$ cat src/gfr_pkg.sv
// shared constants for the gauge fault/reset link
package gfr_pkg;
  localparam int             CLK_NS       = 4;
  localparam int             FRAME_BITS   = 16;
  localparam int             CMD_LSB      = 13;
  localparam int             CMD_W        = 3;
  localparam logic [CMD_W-1:0] CMD_NULL   = 3'h0;
  localparam logic [CMD_W-1:0] CMD_ENCAL  = 3'h1;
  localparam logic [CMD_W-1:0] CMD_ZRCFG  = 3'h2;
  localparam int             PAY_W        = 13;
  localparam int             EC_GAUGE0    = 0;
  localparam int             EC_CAL_EN    = 3;
  localparam int             EC_FREQ_SEL  = 4;
  localparam int             EC_FMT_SEL   = 10;
  localparam int             ZR_STEP_LSB  = 0;
  localparam int             ZR_STEP_W    = 4;
  localparam int             ZR_BLANK     = 4;
  localparam int             ZR_PLO_LSB   = 5;
  localparam int             ZR_PLO_W     = 6;
  localparam int             ZR_PHI_LSB   = 11;
  localparam int             ZR_PHI_W     = 2;
  localparam logic [ZR_STEP_W-1:0] ZR_STEP_DFLT = 4'h2;
  localparam int             SO_OT0       = 0;
  localparam int             SO_UV        = 6;
  localparam int             SO_OV        = 7;
  localparam int             SO_CAL       = 8;
  localparam int             SO_ZR        = 9;
  localparam int             CAL_TICK_NS  = 1000;
  localparam int             CAL_SLOW_NS  = 1500;
  localparam int             CAL_TICK_CYC = CAL_TICK_NS / CLK_NS;
  localparam int             CAL_SLOW_CYC = CAL_SLOW_NS / CLK_NS;
  localparam int             CAL_CNT_W    = 5;
  localparam int             CAL_MIN      = 4;
  localparam int             CAL_MAX      = 15;
  localparam int             CAL_PULSE_NS = 8000;
  localparam int             CAL_PULSE_CYC = (CAL_PULSE_NS + CLK_NS - 1) / CLK_NS;
  localparam int             RST_HOLD_NS  = 1000;
  localparam int             RST_HOLD_CYC = (RST_HOLD_NS + CLK_NS - 1) / CLK_NS;
  localparam int             ADDR_W       = 3;
  localparam logic [ADDR_W-1:0] REG_CTRL  = 3'h0;
  localparam logic [ADDR_W-1:0] REG_TX    = 3'h1;
  localparam logic [ADDR_W-1:0] REG_RX    = 3'h2;
  localparam logic [ADDR_W-1:0] REG_STAT  = 3'h3;
  localparam logic [ADDR_W-1:0] REG_CFG_EC = 3'h4;
  localparam logic [ADDR_W-1:0] REG_CFG_ZR = 3'h5;
  localparam int             CTRL_FRAME   = 0;
  localparam int             CTRL_PULSE   = 1;
  localparam int             CTRL_RESET   = 2;
  localparam int             CTRL_BRINGUP = 3;
endpackage : gfr_pkg

$ cat src/gfr_link_if.sv
// serial link and reset pin between host and gauge device
interface gfr_link_if;
  logic cs_n;
  logic sclk;
  logic mosi;
  logic miso;
  logic miso_oe;
  logic rst_pin_n;
  modport dev  (input cs_n, input sclk, input mosi, input rst_pin_n, output miso, output miso_oe);
  modport host (output cs_n, output sclk, output mosi, output rst_pin_n, input miso, input miso_oe);
endinterface : gfr_link_if

$ cat src/gfr_dev.sv
// gauge device end: resets, default mode, fault latching, zero-return pin
//
// Register access over Avalon-MM and the register addresses were chosen for this implementation.
module gfr_dev
  import gfr_pkg::*;
(
  input  wire logic                core_clk,
  input  wire logic                rst_n,
  gfr_link_if.dev                  link,
  input  wire logic                vdd_ok,
  input  wire logic                motor_supply_below_min,
  input  wire logic                motor_supply_uv,
  input  wire logic                motor_supply_ov,
  input  wire logic [1:0]          overtemp,
  input  wire logic [3:0]          coil_sense,
  input  wire logic                zr_active,
  input  wire logic                zr_gauge,
  input  wire logic                zr_drive_sin,
  output logic      [1:0]          coil_en_ff,
  output logic      [1:0]          overtemp_flag_ff,
  output logic                     cal_en_ff,
  output logic                     freq_sel_ff,
  output logic      [ZR_STEP_W-1:0] full_step_time_field_ff,
  output logic                     blanking_time_bit_ff,
  output logic      [ZR_PHI_W-1:0] accumulator_preload_high_ff,
  output logic      [ZR_PLO_W-1:0] accumulator_preload_low_ff,
  output logic      [3:0]          cal_divisor_ff,
  output logic                     motion_run_ff,
  output logic                     sleep_ff,
  output logic                     zero_return_ff
);
  localparam int NS = 17;

  logic [NS-1:0]          syn;
  logic                   rst_pin_s, cs_s, sclk_s, mosi_s, vdd_s, below_s, uv_s, ov_s;
  logic [1:0]             ot_s;
  logic [3:0]             sense_s;
  logic                   zra_s, zrg_s, zrd_s;
  logic                   cs_q_ff, sclk_q_ff;
  logic                   cs_fall, cs_rise, sck_rise, sck_fall, srst;
  logic [4:0]             bit_cnt_ff;
  logic [FRAME_BITS-1:0]  rx_ff, tx_ff, snap_ff, stat;
  logic                   snap_fmt_ff, so_ff, oe_ff, fmt_ff;
  logic                   frame_ok, wr_ec, wr_zr, clr;
  logic [8:0]             pre_ff, tick_lim;
  logic [CAL_CNT_W-1:0]   ticks_ff;
  logic                   cal_done, cal_bad;
  logic                   uv_flag_ff, ov_flag_ff, cal_flag_ff;

  gfr_sync #(.W(NS), .RST_VAL(17'h18000)) u_sync (
    .core_clk (core_clk),
    .rst_n    (rst_n),
    .d        ({link.rst_pin_n, link.cs_n, link.sclk, link.mosi, vdd_ok, motor_supply_below_min,
                motor_supply_uv, motor_supply_ov, overtemp, coil_sense, zr_active, zr_gauge, zr_drive_sin}),
    .q_ff     (syn)
  );

  assign {rst_pin_s, cs_s, sclk_s, mosi_s, vdd_s, below_s, uv_s, ov_s, ot_s, sense_s, zra_s, zrg_s, zrd_s} = syn;

  // internal and external reset sources
  assign srst     = ~vdd_s | below_s | ~rst_pin_s;
  assign cs_fall  = cs_q_ff & ~cs_s;
  assign cs_rise  = ~cs_q_ff & cs_s;
  assign sck_rise = ~sclk_q_ff & sclk_s & ~cs_s;
  assign sck_fall = sclk_q_ff & ~sclk_s & ~cs_s;
  assign frame_ok = cs_rise & (bit_cnt_ff == 5'(FRAME_BITS)) & ~srst;
  assign wr_ec    = frame_ok & (rx_ff[CMD_LSB +: CMD_W] == CMD_ENCAL);
  assign wr_zr    = frame_ok & (rx_ff[CMD_LSB +: CMD_W] == CMD_ZRCFG);
  assign clr      = frame_ok & ~snap_fmt_ff;
  assign link.miso    = so_ff;
  assign link.miso_oe = oe_ff;

  always_ff @(posedge core_clk or negedge rst_n) begin
    if (!rst_n) begin
      cs_q_ff   <= 1'b1;
      sclk_q_ff <= 1'b0;
    end else begin
      cs_q_ff   <= cs_s;
      sclk_q_ff <= sclk_s;
    end
  end

  // status word; no overcurrent bit exists
  always_comb begin
    stat = '0;
    if (!fmt_ff) begin
      stat[SO_OT0 +: 2] = overtemp_flag_ff;
      stat[SO_UV]       = uv_flag_ff;
      stat[SO_OV]       = ov_flag_ff;
      stat[SO_CAL]      = cal_flag_ff;
      stat[SO_ZR]       = zra_s;
    end else begin
      stat[ZR_STEP_LSB +: ZR_STEP_W] = full_step_time_field_ff;
      stat[ZR_BLANK]                 = blanking_time_bit_ff;
      stat[ZR_PLO_LSB +: ZR_PLO_W]   = accumulator_preload_low_ff;
      stat[ZR_PHI_LSB +: ZR_PHI_W]   = accumulator_preload_high_ff;
    end
  end

  // serial shift engine
  always_ff @(posedge core_clk or negedge rst_n) begin
    if (!rst_n) begin
      bit_cnt_ff  <= '0;
      rx_ff       <= '0;
      tx_ff       <= '0;
      snap_ff     <= '0;
      snap_fmt_ff <= 1'b0;
      so_ff       <= 1'b0;
      oe_ff       <= 1'b0;
    end else if (cs_fall) begin
      bit_cnt_ff  <= '0;
      tx_ff       <= stat;
      snap_ff     <= stat;
      snap_fmt_ff <= fmt_ff;
      so_ff       <= stat[FRAME_BITS-1];
      oe_ff       <= 1'b1;
    end else if (cs_rise) begin
      oe_ff <= 1'b0;
    end else begin
      if (sck_rise) begin
        rx_ff <= {rx_ff[FRAME_BITS-2:0], mosi_s};
        if (bit_cnt_ff != 5'h1f) begin
          bit_cnt_ff <= bit_cnt_ff + 5'h1;
        end
      end
      if (sck_fall) begin
        tx_ff <= {tx_ff[FRAME_BITS-2:0], 1'b0};
        so_ff <= tx_ff[FRAME_BITS-2];
      end
    end
  end

  // calibration pulse timing
  assign tick_lim = freq_sel_ff ? 9'(CAL_SLOW_CYC - 1) : 9'(CAL_TICK_CYC - 1);
  assign cal_done = cs_rise & (bit_cnt_ff == 5'h0) & cal_en_ff & ~srst;
  assign cal_bad  = cal_done & ((ticks_ff < 5'(CAL_MIN)) | (ticks_ff > 5'(CAL_MAX)));

  always_ff @(posedge core_clk or negedge rst_n) begin
    if (!rst_n) begin
      pre_ff   <= '0;
      ticks_ff <= '0;
    end else if (cs_fall) begin
      pre_ff   <= 9'h1; // fall cycle is the first low cycle
      ticks_ff <= '0;
    end else if (!cs_s) begin
      if (pre_ff == tick_lim) begin
        pre_ff <= '0;
        if (ticks_ff != '1) begin
          ticks_ff <= ticks_ff + 5'h1;
        end
      end else begin
        pre_ff <= pre_ff + 9'h1;
      end
    end
  end

  always_ff @(posedge core_clk or negedge rst_n) begin
    if (!rst_n) begin
      cal_divisor_ff <= '0;
    end else if (srst) begin
      cal_divisor_ff <= '0;
    end else if (cal_done && !cal_bad) begin
      cal_divisor_ff <= ticks_ff[3:0];
    end
  end

  // configuration registers
  always_ff @(posedge core_clk or negedge rst_n) begin
    if (!rst_n) begin
      cal_en_ff                   <= 1'b0;
      freq_sel_ff                 <= 1'b0;
      fmt_ff                      <= 1'b0;
      full_step_time_field_ff     <= ZR_STEP_DFLT;
      blanking_time_bit_ff        <= 1'b0;
      accumulator_preload_high_ff <= '0;
      accumulator_preload_low_ff  <= '0;
    end else if (srst) begin
      cal_en_ff                   <= 1'b0;
      freq_sel_ff                 <= 1'b0;
      fmt_ff                      <= 1'b0;
      full_step_time_field_ff     <= ZR_STEP_DFLT;
      blanking_time_bit_ff        <= 1'b0;
      accumulator_preload_high_ff <= '0;
      accumulator_preload_low_ff  <= '0;
    end else if (wr_ec) begin
      cal_en_ff   <= rx_ff[EC_CAL_EN];
      freq_sel_ff <= rx_ff[EC_FREQ_SEL];
      fmt_ff      <= rx_ff[EC_FMT_SEL];
    end else if (wr_zr) begin
      full_step_time_field_ff     <= rx_ff[ZR_STEP_LSB +: ZR_STEP_W];
      blanking_time_bit_ff        <= rx_ff[ZR_BLANK];
      accumulator_preload_high_ff <= rx_ff[ZR_PHI_LSB +: ZR_PHI_W];
      accumulator_preload_low_ff  <= rx_ff[ZR_PLO_LSB +: ZR_PLO_W];
    end
  end

  // per-gauge enable and thermal flag
  for (genvar g = 0; g < 2; g++) begin : g_gauge
    always_ff @(posedge core_clk or negedge rst_n) begin
      if (!rst_n) begin
        coil_en_ff[g]       <= 1'b0;
        overtemp_flag_ff[g] <= 1'b0;
      end else if (srst) begin
        coil_en_ff[g]       <= 1'b0;
        overtemp_flag_ff[g] <= 1'b0;
      end else begin
        if (ot_s[g]) begin
          coil_en_ff[g] <= 1'b0;
        end else if (wr_ec) begin
          coil_en_ff[g] <= rx_ff[EC_GAUGE0 + g];
        end
        overtemp_flag_ff[g] <= ot_s[g] | (overtemp_flag_ff[g] & ~(wr_ec & rx_ff[EC_GAUGE0 + g]));
      end
    end
  end

  // supply and clock fault latches, set wins over clear
  always_ff @(posedge core_clk or negedge rst_n) begin
    if (!rst_n) begin
      uv_flag_ff  <= 1'b1;
      ov_flag_ff  <= 1'b0;
      cal_flag_ff <= 1'b0;
    end else if (srst) begin
      uv_flag_ff  <= 1'b1;
      ov_flag_ff  <= 1'b0;
      cal_flag_ff <= 1'b0;
    end else begin
      uv_flag_ff  <= (uv_s & (|coil_en_ff)) | (uv_flag_ff & ~(clr & snap_ff[SO_UV]));
      ov_flag_ff  <= ov_s | (ov_flag_ff & ~(clr & snap_ff[SO_OV]));
      cal_flag_ff <= cal_bad | (cal_flag_ff & ~(clr & snap_ff[SO_CAL]));
    end
  end

  // run, sleep and zero-return pin
  always_ff @(posedge core_clk or negedge rst_n) begin
    if (!rst_n) begin
      motion_run_ff  <= 1'b0;
      sleep_ff       <= 1'b1;
      zero_return_ff <= 1'b0;
    end else begin
      motion_run_ff  <= ~srst;
      sleep_ff       <= ~rst_pin_s;
      zero_return_ff <= zra_s & sense_s[{zrg_s, ~zrd_s}];
    end
  end
endmodule : gfr_dev

$ cat src/gfr_sync.sv
// two-flop synchroniser bank
module gfr_sync #(
  parameter int           W       = 1,
  parameter logic [W-1:0] RST_VAL = '0
) (
  input  wire logic         core_clk,
  input  wire logic         rst_n,
  input  wire logic [W-1:0] d,
  output logic      [W-1:0] q_ff
);
  logic [W-1:0] meta_ff;

  always_ff @(posedge core_clk or negedge rst_n) begin
    if (!rst_n) begin
      meta_ff <= RST_VAL;
      q_ff    <= RST_VAL;
    end else begin
      meta_ff <= d;
      q_ff    <= meta_ff;
    end
  end
endmodule : gfr_sync

$ cat src/flat_wrapper.sv
// flat-port wrapper written by rule: the top's interface ports become plain ports
module gfr_dev_flat import gfr_pkg::*;
  (core_clk, rst_n, vdd_ok, motor_supply_below_min, motor_supply_uv, motor_supply_ov, overtemp, coil_sense, zr_active, zr_gauge, zr_drive_sin, coil_en_ff, overtemp_flag_ff, cal_en_ff, freq_sel_ff, full_step_time_field_ff, blanking_time_bit_ff, accumulator_preload_high_ff, accumulator_preload_low_ff, cal_divisor_ff, motion_run_ff, sleep_ff, zero_return_ff, link_cs_n, link_sclk, link_mosi, link_rst_pin_n, link_miso, link_miso_oe);
  gfr_link_if link_i ();
  input  wire logic core_clk;
  input  wire logic rst_n;
  input  wire logic vdd_ok;
  input  wire logic motor_supply_below_min;
  input  wire logic motor_supply_uv;
  input  wire logic motor_supply_ov;
  input  wire logic [1:0] overtemp;
  input  wire logic [3:0] coil_sense;
  input  wire logic zr_active;
  input  wire logic zr_gauge;
  input  wire logic zr_drive_sin;
  output logic      [1:0] coil_en_ff;
  output logic      [1:0] overtemp_flag_ff;
  output logic cal_en_ff;
  output logic freq_sel_ff;
  output logic      [ZR_STEP_W-1:0] full_step_time_field_ff;
  output logic blanking_time_bit_ff;
  output logic      [ZR_PHI_W-1:0] accumulator_preload_high_ff;
  output logic      [ZR_PLO_W-1:0] accumulator_preload_low_ff;
  output logic      [3:0] cal_divisor_ff;
  output logic motion_run_ff;
  output logic sleep_ff;
  output logic zero_return_ff;
  input wire logic [$bits(link_i.cs_n)-1:0] link_cs_n;
  input wire logic [$bits(link_i.sclk)-1:0] link_sclk;
  input wire logic [$bits(link_i.mosi)-1:0] link_mosi;
  input wire logic [$bits(link_i.rst_pin_n)-1:0] link_rst_pin_n;
  output wire logic [$bits(link_i.miso)-1:0] link_miso;
  output wire logic [$bits(link_i.miso_oe)-1:0] link_miso_oe;
  assign link_i.cs_n = link_cs_n;
  assign link_i.sclk = link_sclk;
  assign link_i.mosi = link_mosi;
  assign link_i.rst_pin_n = link_rst_pin_n;
  assign link_miso = link_i.miso;
  assign link_miso_oe = link_i.miso_oe;
  gfr_dev u_core (.core_clk(core_clk), .rst_n(rst_n), .link(link_i), .vdd_ok(vdd_ok), .motor_supply_below_min(motor_supply_below_min), .motor_supply_uv(motor_supply_uv), .motor_supply_ov(motor_supply_ov), .overtemp(overtemp), .coil_sense(coil_sense), .zr_active(zr_active), .zr_gauge(zr_gauge), .zr_drive_sin(zr_drive_sin), .coil_en_ff(coil_en_ff), .overtemp_flag_ff(overtemp_flag_ff), .cal_en_ff(cal_en_ff), .freq_sel_ff(freq_sel_ff), .full_step_time_field_ff(full_step_time_field_ff), .blanking_time_bit_ff(blanking_time_bit_ff), .accumulator_preload_high_ff(accumulator_preload_high_ff), .accumulator_preload_low_ff(accumulator_preload_low_ff), .cal_divisor_ff(cal_divisor_ff), .motion_run_ff(motion_run_ff), .sleep_ff(sleep_ff), .zero_return_ff(zero_return_ff));
endmodule
$ cat config.mk
export PLATFORM = sky130hd
export DESIGN_NAME = gfr_dev_flat
export DESIGN_NICKNAME = d
export VERILOG_FILES = /design/src/gfr_pkg.sv /design/src/gfr_link_if.sv /design/src/gfr_dev.sv /design/src/gfr_sync.sv /design/src/flat_wrapper.sv
export SDC_FILE = /design/constraint.sdc
export NUM_CORES = 1
export LEC_CHECK = 0
export BUFFER_PORTS_ARGS = -buffer_cell sky130_fd_sc_hd__buf_2
export CAP_MARGIN = 10
export CORE_ASPECT_RATIO = 2
export CORE_UTILIZATION = 53
export CTS_CLUSTER_DIAMETER = 80
export DETAILED_ROUTE_END_ITERATION = 8
export PLACE_DENSITY = 0.77
export SYNTH_ARGS = -nofsm -noshare
export SYNTH_HDL_FRONTEND = slang
export SYNTH_HIERARCHICAL = 1
export SYNTH_SLANG_ARGS = --single-unit
$ cat constraint.sdc
create_clock -name core_clk -period 2.3 [get_ports core_clk]
set_input_delay 0.115 -clock core_clk [delete_from_list [all_inputs] [get_ports core_clk]]
set_output_delay 0.115 -clock core_clk [all_outputs]
set_load 0.01 [all_outputs]
Word level (Yosys, flattened, before mapping) --
Cells that the tools add are included.
Operators by class: $add $sub $neg 3, $lt $le $gt $ge 3, equality and inequality tests 9, muxes and demuxes 57, bitwise gates (word level) 51, reduce and logical (&&, ||, !) cells 20
Operators by type and width (count):
- two-way mux 15 bit | 3
- two-way mux 5 bit | 8
- two-way mux 9 bit | 4
- two-way mux 4 bit | 7
- bitwise AND 1 bit | 27
- two-way mux 1 bit | 26
- two-way mux 6 bit | 3
- nonzero test 2 bit | 9
- NOT 1 bit | 16
- adder 5 x 1 -> 5 bit (second input constant) | 2
- inequality test 5 bit (second input constant) | 2
- adder 9 x 1 -> 9 bit (second input constant) | 1
- equality test 9 bit | 1
- AND reduction 3 bit | 3
- two-way mux 2 bit | 4
- OR 1 bit | 8
- inequality test 2 x 1 -> 1 bit (second input constant) | 3
- nonzero test 3 bit | 2
- equality test 5 bit (second input constant) | 1
- greater-than comparator 5 x 4 -> 1 bit (second input constant) | 1
- logical NOT 5 bit | 1
- less-than comparator 5 x 3 -> 1 bit (second input constant) | 1
- AND reduction 2 bit | 2
- equality test 3 x 1 -> 1 bit (second input constant) | 1
- 7 further kinds | 7
Word-level totals: register bits after elaboration 128, input bits 19, output and inout bits 28, logic and storage cells 174

Depth between registers and ports, before layout --
depth in word-level cells 11, mapped depth 8, gate-level depth less buffers 7

Modules after synthesis --
The synthesis kept the hierarchy.
Modules (own cells, without submodules):
- gfr_dev | times used 1, cells an instance 405, area an instance 4156.5 um^2, seq. area each 2207.1 um^2
- gfr_sync | times used 1, cells an instance 34, area an instance 855.8 um^2, seq. area each 855.8 um^2

Worst setup path after synthesis --
OpenSTA, ideal clock, no wires.
kind register -> register, start point register u_core.u_sync.q_ff[15], end point register u_core.rx_ff[11], arrival time 2.089 ns, required time 2.175 ns, slack 0.087 ns, stages on the path, launching flop included 8, path buffers 3, cells stage by stage dfstp_2 -> clkbuf_2 -> inv_1 -> ha_1 -> nor4bb_1 -> buf_2 -> clkbuf_1 -> mux2_2
Between the ends: cells in the longest elaborated chain, start to end 4, elaborated cells on any way between the ends 7
Ends and longest elaborated chain:
- start, declared | RTL line gfr_sync.sv:9 | output logic [W-1:0] q_ff
- start signal, assigned | RTL line gfr_sync.sv:19 | q_ff <= meta_ff;
- NOT 1 bit | RTL line gfr_dev.sv:62, gfr_dev.sv:64
- bitwise AND 1 bit | RTL line gfr_dev.sv:62 | assign cs_fall = cs_q_ff & ~cs_s;
- NOT 1 bit (no line)
- AND reduction 3 bit (no line) (*)
- end signal, assigned | RTL line gfr_dev.sv:121 | rx_ff <= {rx_ff[FRAME_BITS-2:0], mosi_s};
- end, declared | RTL line gfr_dev.sv:42 | logic [FRAME_BITS-1:0] rx_ff, tx_ff, snap_ff, stat;
Mark *: on every way between the ends. The rest lies on a longest branch, timed or not. A chain may end at the register's enable or synchronous reset.

Worst setup path in the final report --
start point register u_core.ticks_ff[0], end point register u_core.ticks_ff[3]
Between the ends: cells in the longest elaborated chain, start to end 5, elaborated cells on any way between the ends 8
Ends and longest elaborated chain:
- start, declared | RTL line gfr_dev.sv:46 | logic [CAL_CNT_W-1:0] ticks_ff;
- start signal, assigned | RTL line gfr_dev.sv:149 | ticks_ff <= ticks_ff + 5'h1;
- adder 5 x 1 -> 5 bit | RTL line gfr_dev.sv:149
- two-way mux 5 bit | RTL line gfr_dev.sv:148 | if (ticks_ff != '1) begin
- two-way mux 5 bit | RTL line gfr_dev.sv:146 | if (pre_ff == tick_lim) begin
- two-way mux 5 bit | RTL line gfr_dev.sv:145 | end else if (!cs_s) begin
- two-way mux 5 bit | RTL line gfr_dev.sv:142 | end else if (cs_fall) begin
Several ways; a longest one is shown, not always the timed one. The select of a mux whose other input is x is not followed.

==> impl_metrics.env <==
export IMPL_synth_seq_area_share_pct=61.1
export IMPL_irDropWorstVdd_mv=0.886
export IMPL_core_um2=9070
export IMPL_p_leak_nw=2.92
export IMPL_grt_pass1_vias=3746
export IMPL_grt_max_degree=46
export IMPL_async_flop_share_pct=100
export IMPL_numClockSinks=122
export IMPL_place_hpwl_mm=7.12
export IMPL_antenna_cells=0
export IMPL_timing_final_crit_share_pct=92.3
export IMPL_powerDensity_nw_per_um2=915
export IMPL_crit_arrival_ps=2420
export IMPL_fin_setup_tns_ps=0
export IMPL_tightest_slew_ps=587
export IMPL_synth_nets=468
export IMPL_drive_gt1_share_pct=24.0
export IMPL_portBuffers=46
export IMPL_use_met3_pct=5.65
export IMPL_synth_edf_count=0
export IMPL_nets=542
export IMPL_ys_ff_latch=122
export IMPL_synth_area_um2=5010
export IMPL_path_class="reg2reg"
export IMPL_maxCapViolCount=0
export IMPL_grt_setup_unrepaired="false"
export IMPL_final_util_pct=68.4
export IMPL_top_usage_layer="met2"
export IMPL_firstDrtPassIters=6
export IMPL_fin_crit_ps=2120
export IMPL_overflow=0
export IMPL_yosys_warnings=6
export IMPL_die_x_um=70.8
export IMPL_cts_max_path_buffers=2
export IMPL_start_kind="flop"
export IMPL_reg2reg_depth=7
export IMPL_use_met1_pct=25.4
export IMPL_worst_setup_path_end_kind="flop"
export IMPL_initial_core_util_pct=55.2
export IMPL_drt_wl_total_mm=10.7
export IMPL_clk_latency_ps=410
export IMPL_via_count=3643
export IMPL_gp_congestion=0.822
export IMPL_worst_clock_skew_ps=7.96
export IMPL_area_growth_pct=23.7
export IMPL_root_buffer="clkbuf_16"
export IMPL_final_common_cell="dfrtp_1"
export IMPL_reg2reg_from="u_core/ticks_ff[0]"
export IMPL_rrSetupSlack_ps=180
export IMPL_syn_inst=439
export IMPL_cts_tree="yes"
export IMPL_rows=49
export IMPL_final_max_slew_violation_count=0
export IMPL_synth_cell_types=53
export IMPL_synth_flop_cell="dfrtp_1"
export IMPL_antenna_found_initial=0
export IMPL_grt_pass1_wl_mm=17.9
export IMPL_pin_count=47
export IMPL_status="complete, but fails checks"
export IMPL_h_tree_depth=4
export IMPL_report_final_hold_viol_count=0
export IMPL_regToRegEndpoint="u_core/ticks_ff[3]"
export IMPL_violations="design-rule violations"
export IMPL_gr_usage_met2_pct=42.9
export IMPL_dieArea_um2=9870
export IMPL_remaining_drc_errors=2
export IMPL_worst_ep_required_time_ps=2600
export IMPL_drt_iter0_drc=240
export IMPL_synth_avg_cell_area_um2=11.4
export IMPL_clock_fmax_ghz=0.471
export IMPL_grt_usage_pct=23.9
export IMPL_mostFrequentLayoutCells="114 x dfrtp_1, 56 x nand2_1, 45 x buf_2"
export IMPL_vias_per_cell=5.80
export IMPL_setup_violations=0
export IMPL_antenna_left=0
export IMPL_worstHoldPathType="in2async"
export IMPL_numCtsBuffers=17
export IMPL_maxSlewHeadroom_pct=60.8
export IMPL_clk_pin_slew_ps=60
export IMPL_fp_dieH_um=140
export IMPL_worst_path_max_fanout=4
export IMPL_wl_per_cell_um=17.1
==> metrics by stage <==
stage                     worst slack (ps)  instances  hold slack [ps]  power (mW)  instance area, um^2
final                                  177        628              262        5.68                 6200
after detailed placement               162        578              155        2.97                 5400
after global routing                  72.0        628              296        5.89                 6200
after global placement                 222        578              152        2.93                 5400
after CTS                             92.9        628              269        5.71                 6190
after floorplan                       86.6        439             -181        2.78                 5010
==> power by group <==
| group | internal (mW) | switching (mW) | total (mW) |
|---|---|---|---|
| Combinational | 0.213 | 0.256 | 0.469 |
| Clock | 1.74 | 0.977 | 2.72 |
| Sequential | 2.34 | 0.155 | 2.49 |
| Total | 4.29 | 1.39 | 5.68 |
==> cell usage after synthesis (all sizes together) (2+ instances only) <==
library cell    n  area share, %
nor3            6           0.60
nand4           7           0.87
and3b           2           0.35
nor4bb          2           0.40
dfrtp         114             57
a211oi          2           0.55
nand2          56            4.2
a21oi          20            2.0
nand2b          8            1.0
a41o            2           0.40
nand3b          4           0.60
o21ai          42            4.2
nor2           17            1.3
or4             2           0.30
nor3b           5           0.75
nor2b           7           0.87
and3            3           0.37
and2            2           0.25
mux2i          11            2.2
nand4b          3           0.65
ha             10            2.5
o21a            3           0.45
o31ai           2           0.30
nand3          19            1.9
inv            20            1.5
buf             4           0.55
xor2            2           0.35
nor4            2           0.25
mux2           20            4.5
clkbuf         20            1.7
dfstp           8            4.2
==> registers in the layout, indices dropped and copies added, names as in the netlist, 2 cells and up <==
name                                count
u_core/accumulator_preload_high_ff      2
u_core/accumulator_preload_low_ff       6
u_core/bit_cnt_ff                       5
u_core/cal_divisor_ff                   4
u_core/coil_en_ff                       2
u_core/full_step_time_field_ff          4
u_core/overtemp_flag_ff                 2
u_core/pre_ff                           9
u_core/rx_ff                           16
u_core/snap_ff                          3
u_core/ticks_ff                         5
u_core/tx_ff                           15
u_core/u_sync/meta_ff                  17
u_core/u_sync/q_ff                     17
==> worst max path at each step <==
stage | startpoint | to | cells after the start
global route | u_core/ticks_ff[0] | u_core/ticks_ff[3] | 7
detailed placement | u_core/ticks_ff[0] | u_core/ticks_ff[3] | 7
floorplan | u_core/u_sync/q_ff[15] | u_core/rx_ff[11] | 7
finish | u_core/ticks_ff[0] | u_core/ticks_ff[3] | 7
CTS | u_core/bit_cnt_ff[0] | u_core/bit_cnt_ff[0] | 7
global placement | u_core/ticks_ff[0] | u_core/ticks_ff[3] | 7
==> what timing repair did <==
action                                  CTS  global route
hold buffers                             18             0
resized for setup                         0             2
setup buffers                             0             0
hold endpoints to repair                 57             0
endpoints found under the setup margin    0             3
==> routing by layer <==
metal	share of wire, %	vias up
met5	0	-
met2	58	81
met4	3.8	0
li1	-	1667
met3	2.7	29
met1	36	1866
==> area by class of cell <==
type                       instances  area, um^2
fill                             654        2870
inverter                          20        75.1
tap                              102         128
clock inverter                    13         169
timing repair buffer              79         538
multi-input combinational        273        1790
clock buffer                      19         443
sequential                       122        3060
==> cell families after synthesis <==
logic type / Yosys count / synth area share [%]
simple gates: 150 / 15.6
flops: 122 / 61.1
compound gates: 79 / 9.59
buf+inv: 44 / 3.77
mux: 32 / 7.14
fa+ha+maj: 10 / 2.50
xor+xnor: 2 / 0.350
==> critical path, stage by stage (launching register included) <==
cell and delay (ps):
dfrtp_1 410, ha_1 200, inv_1 110, nor3_1 80, ha_1 260, or4_1 430
a211oi_2 170, mux2_2 350
No activity file was read; power rests on OpenSTA's default activity.
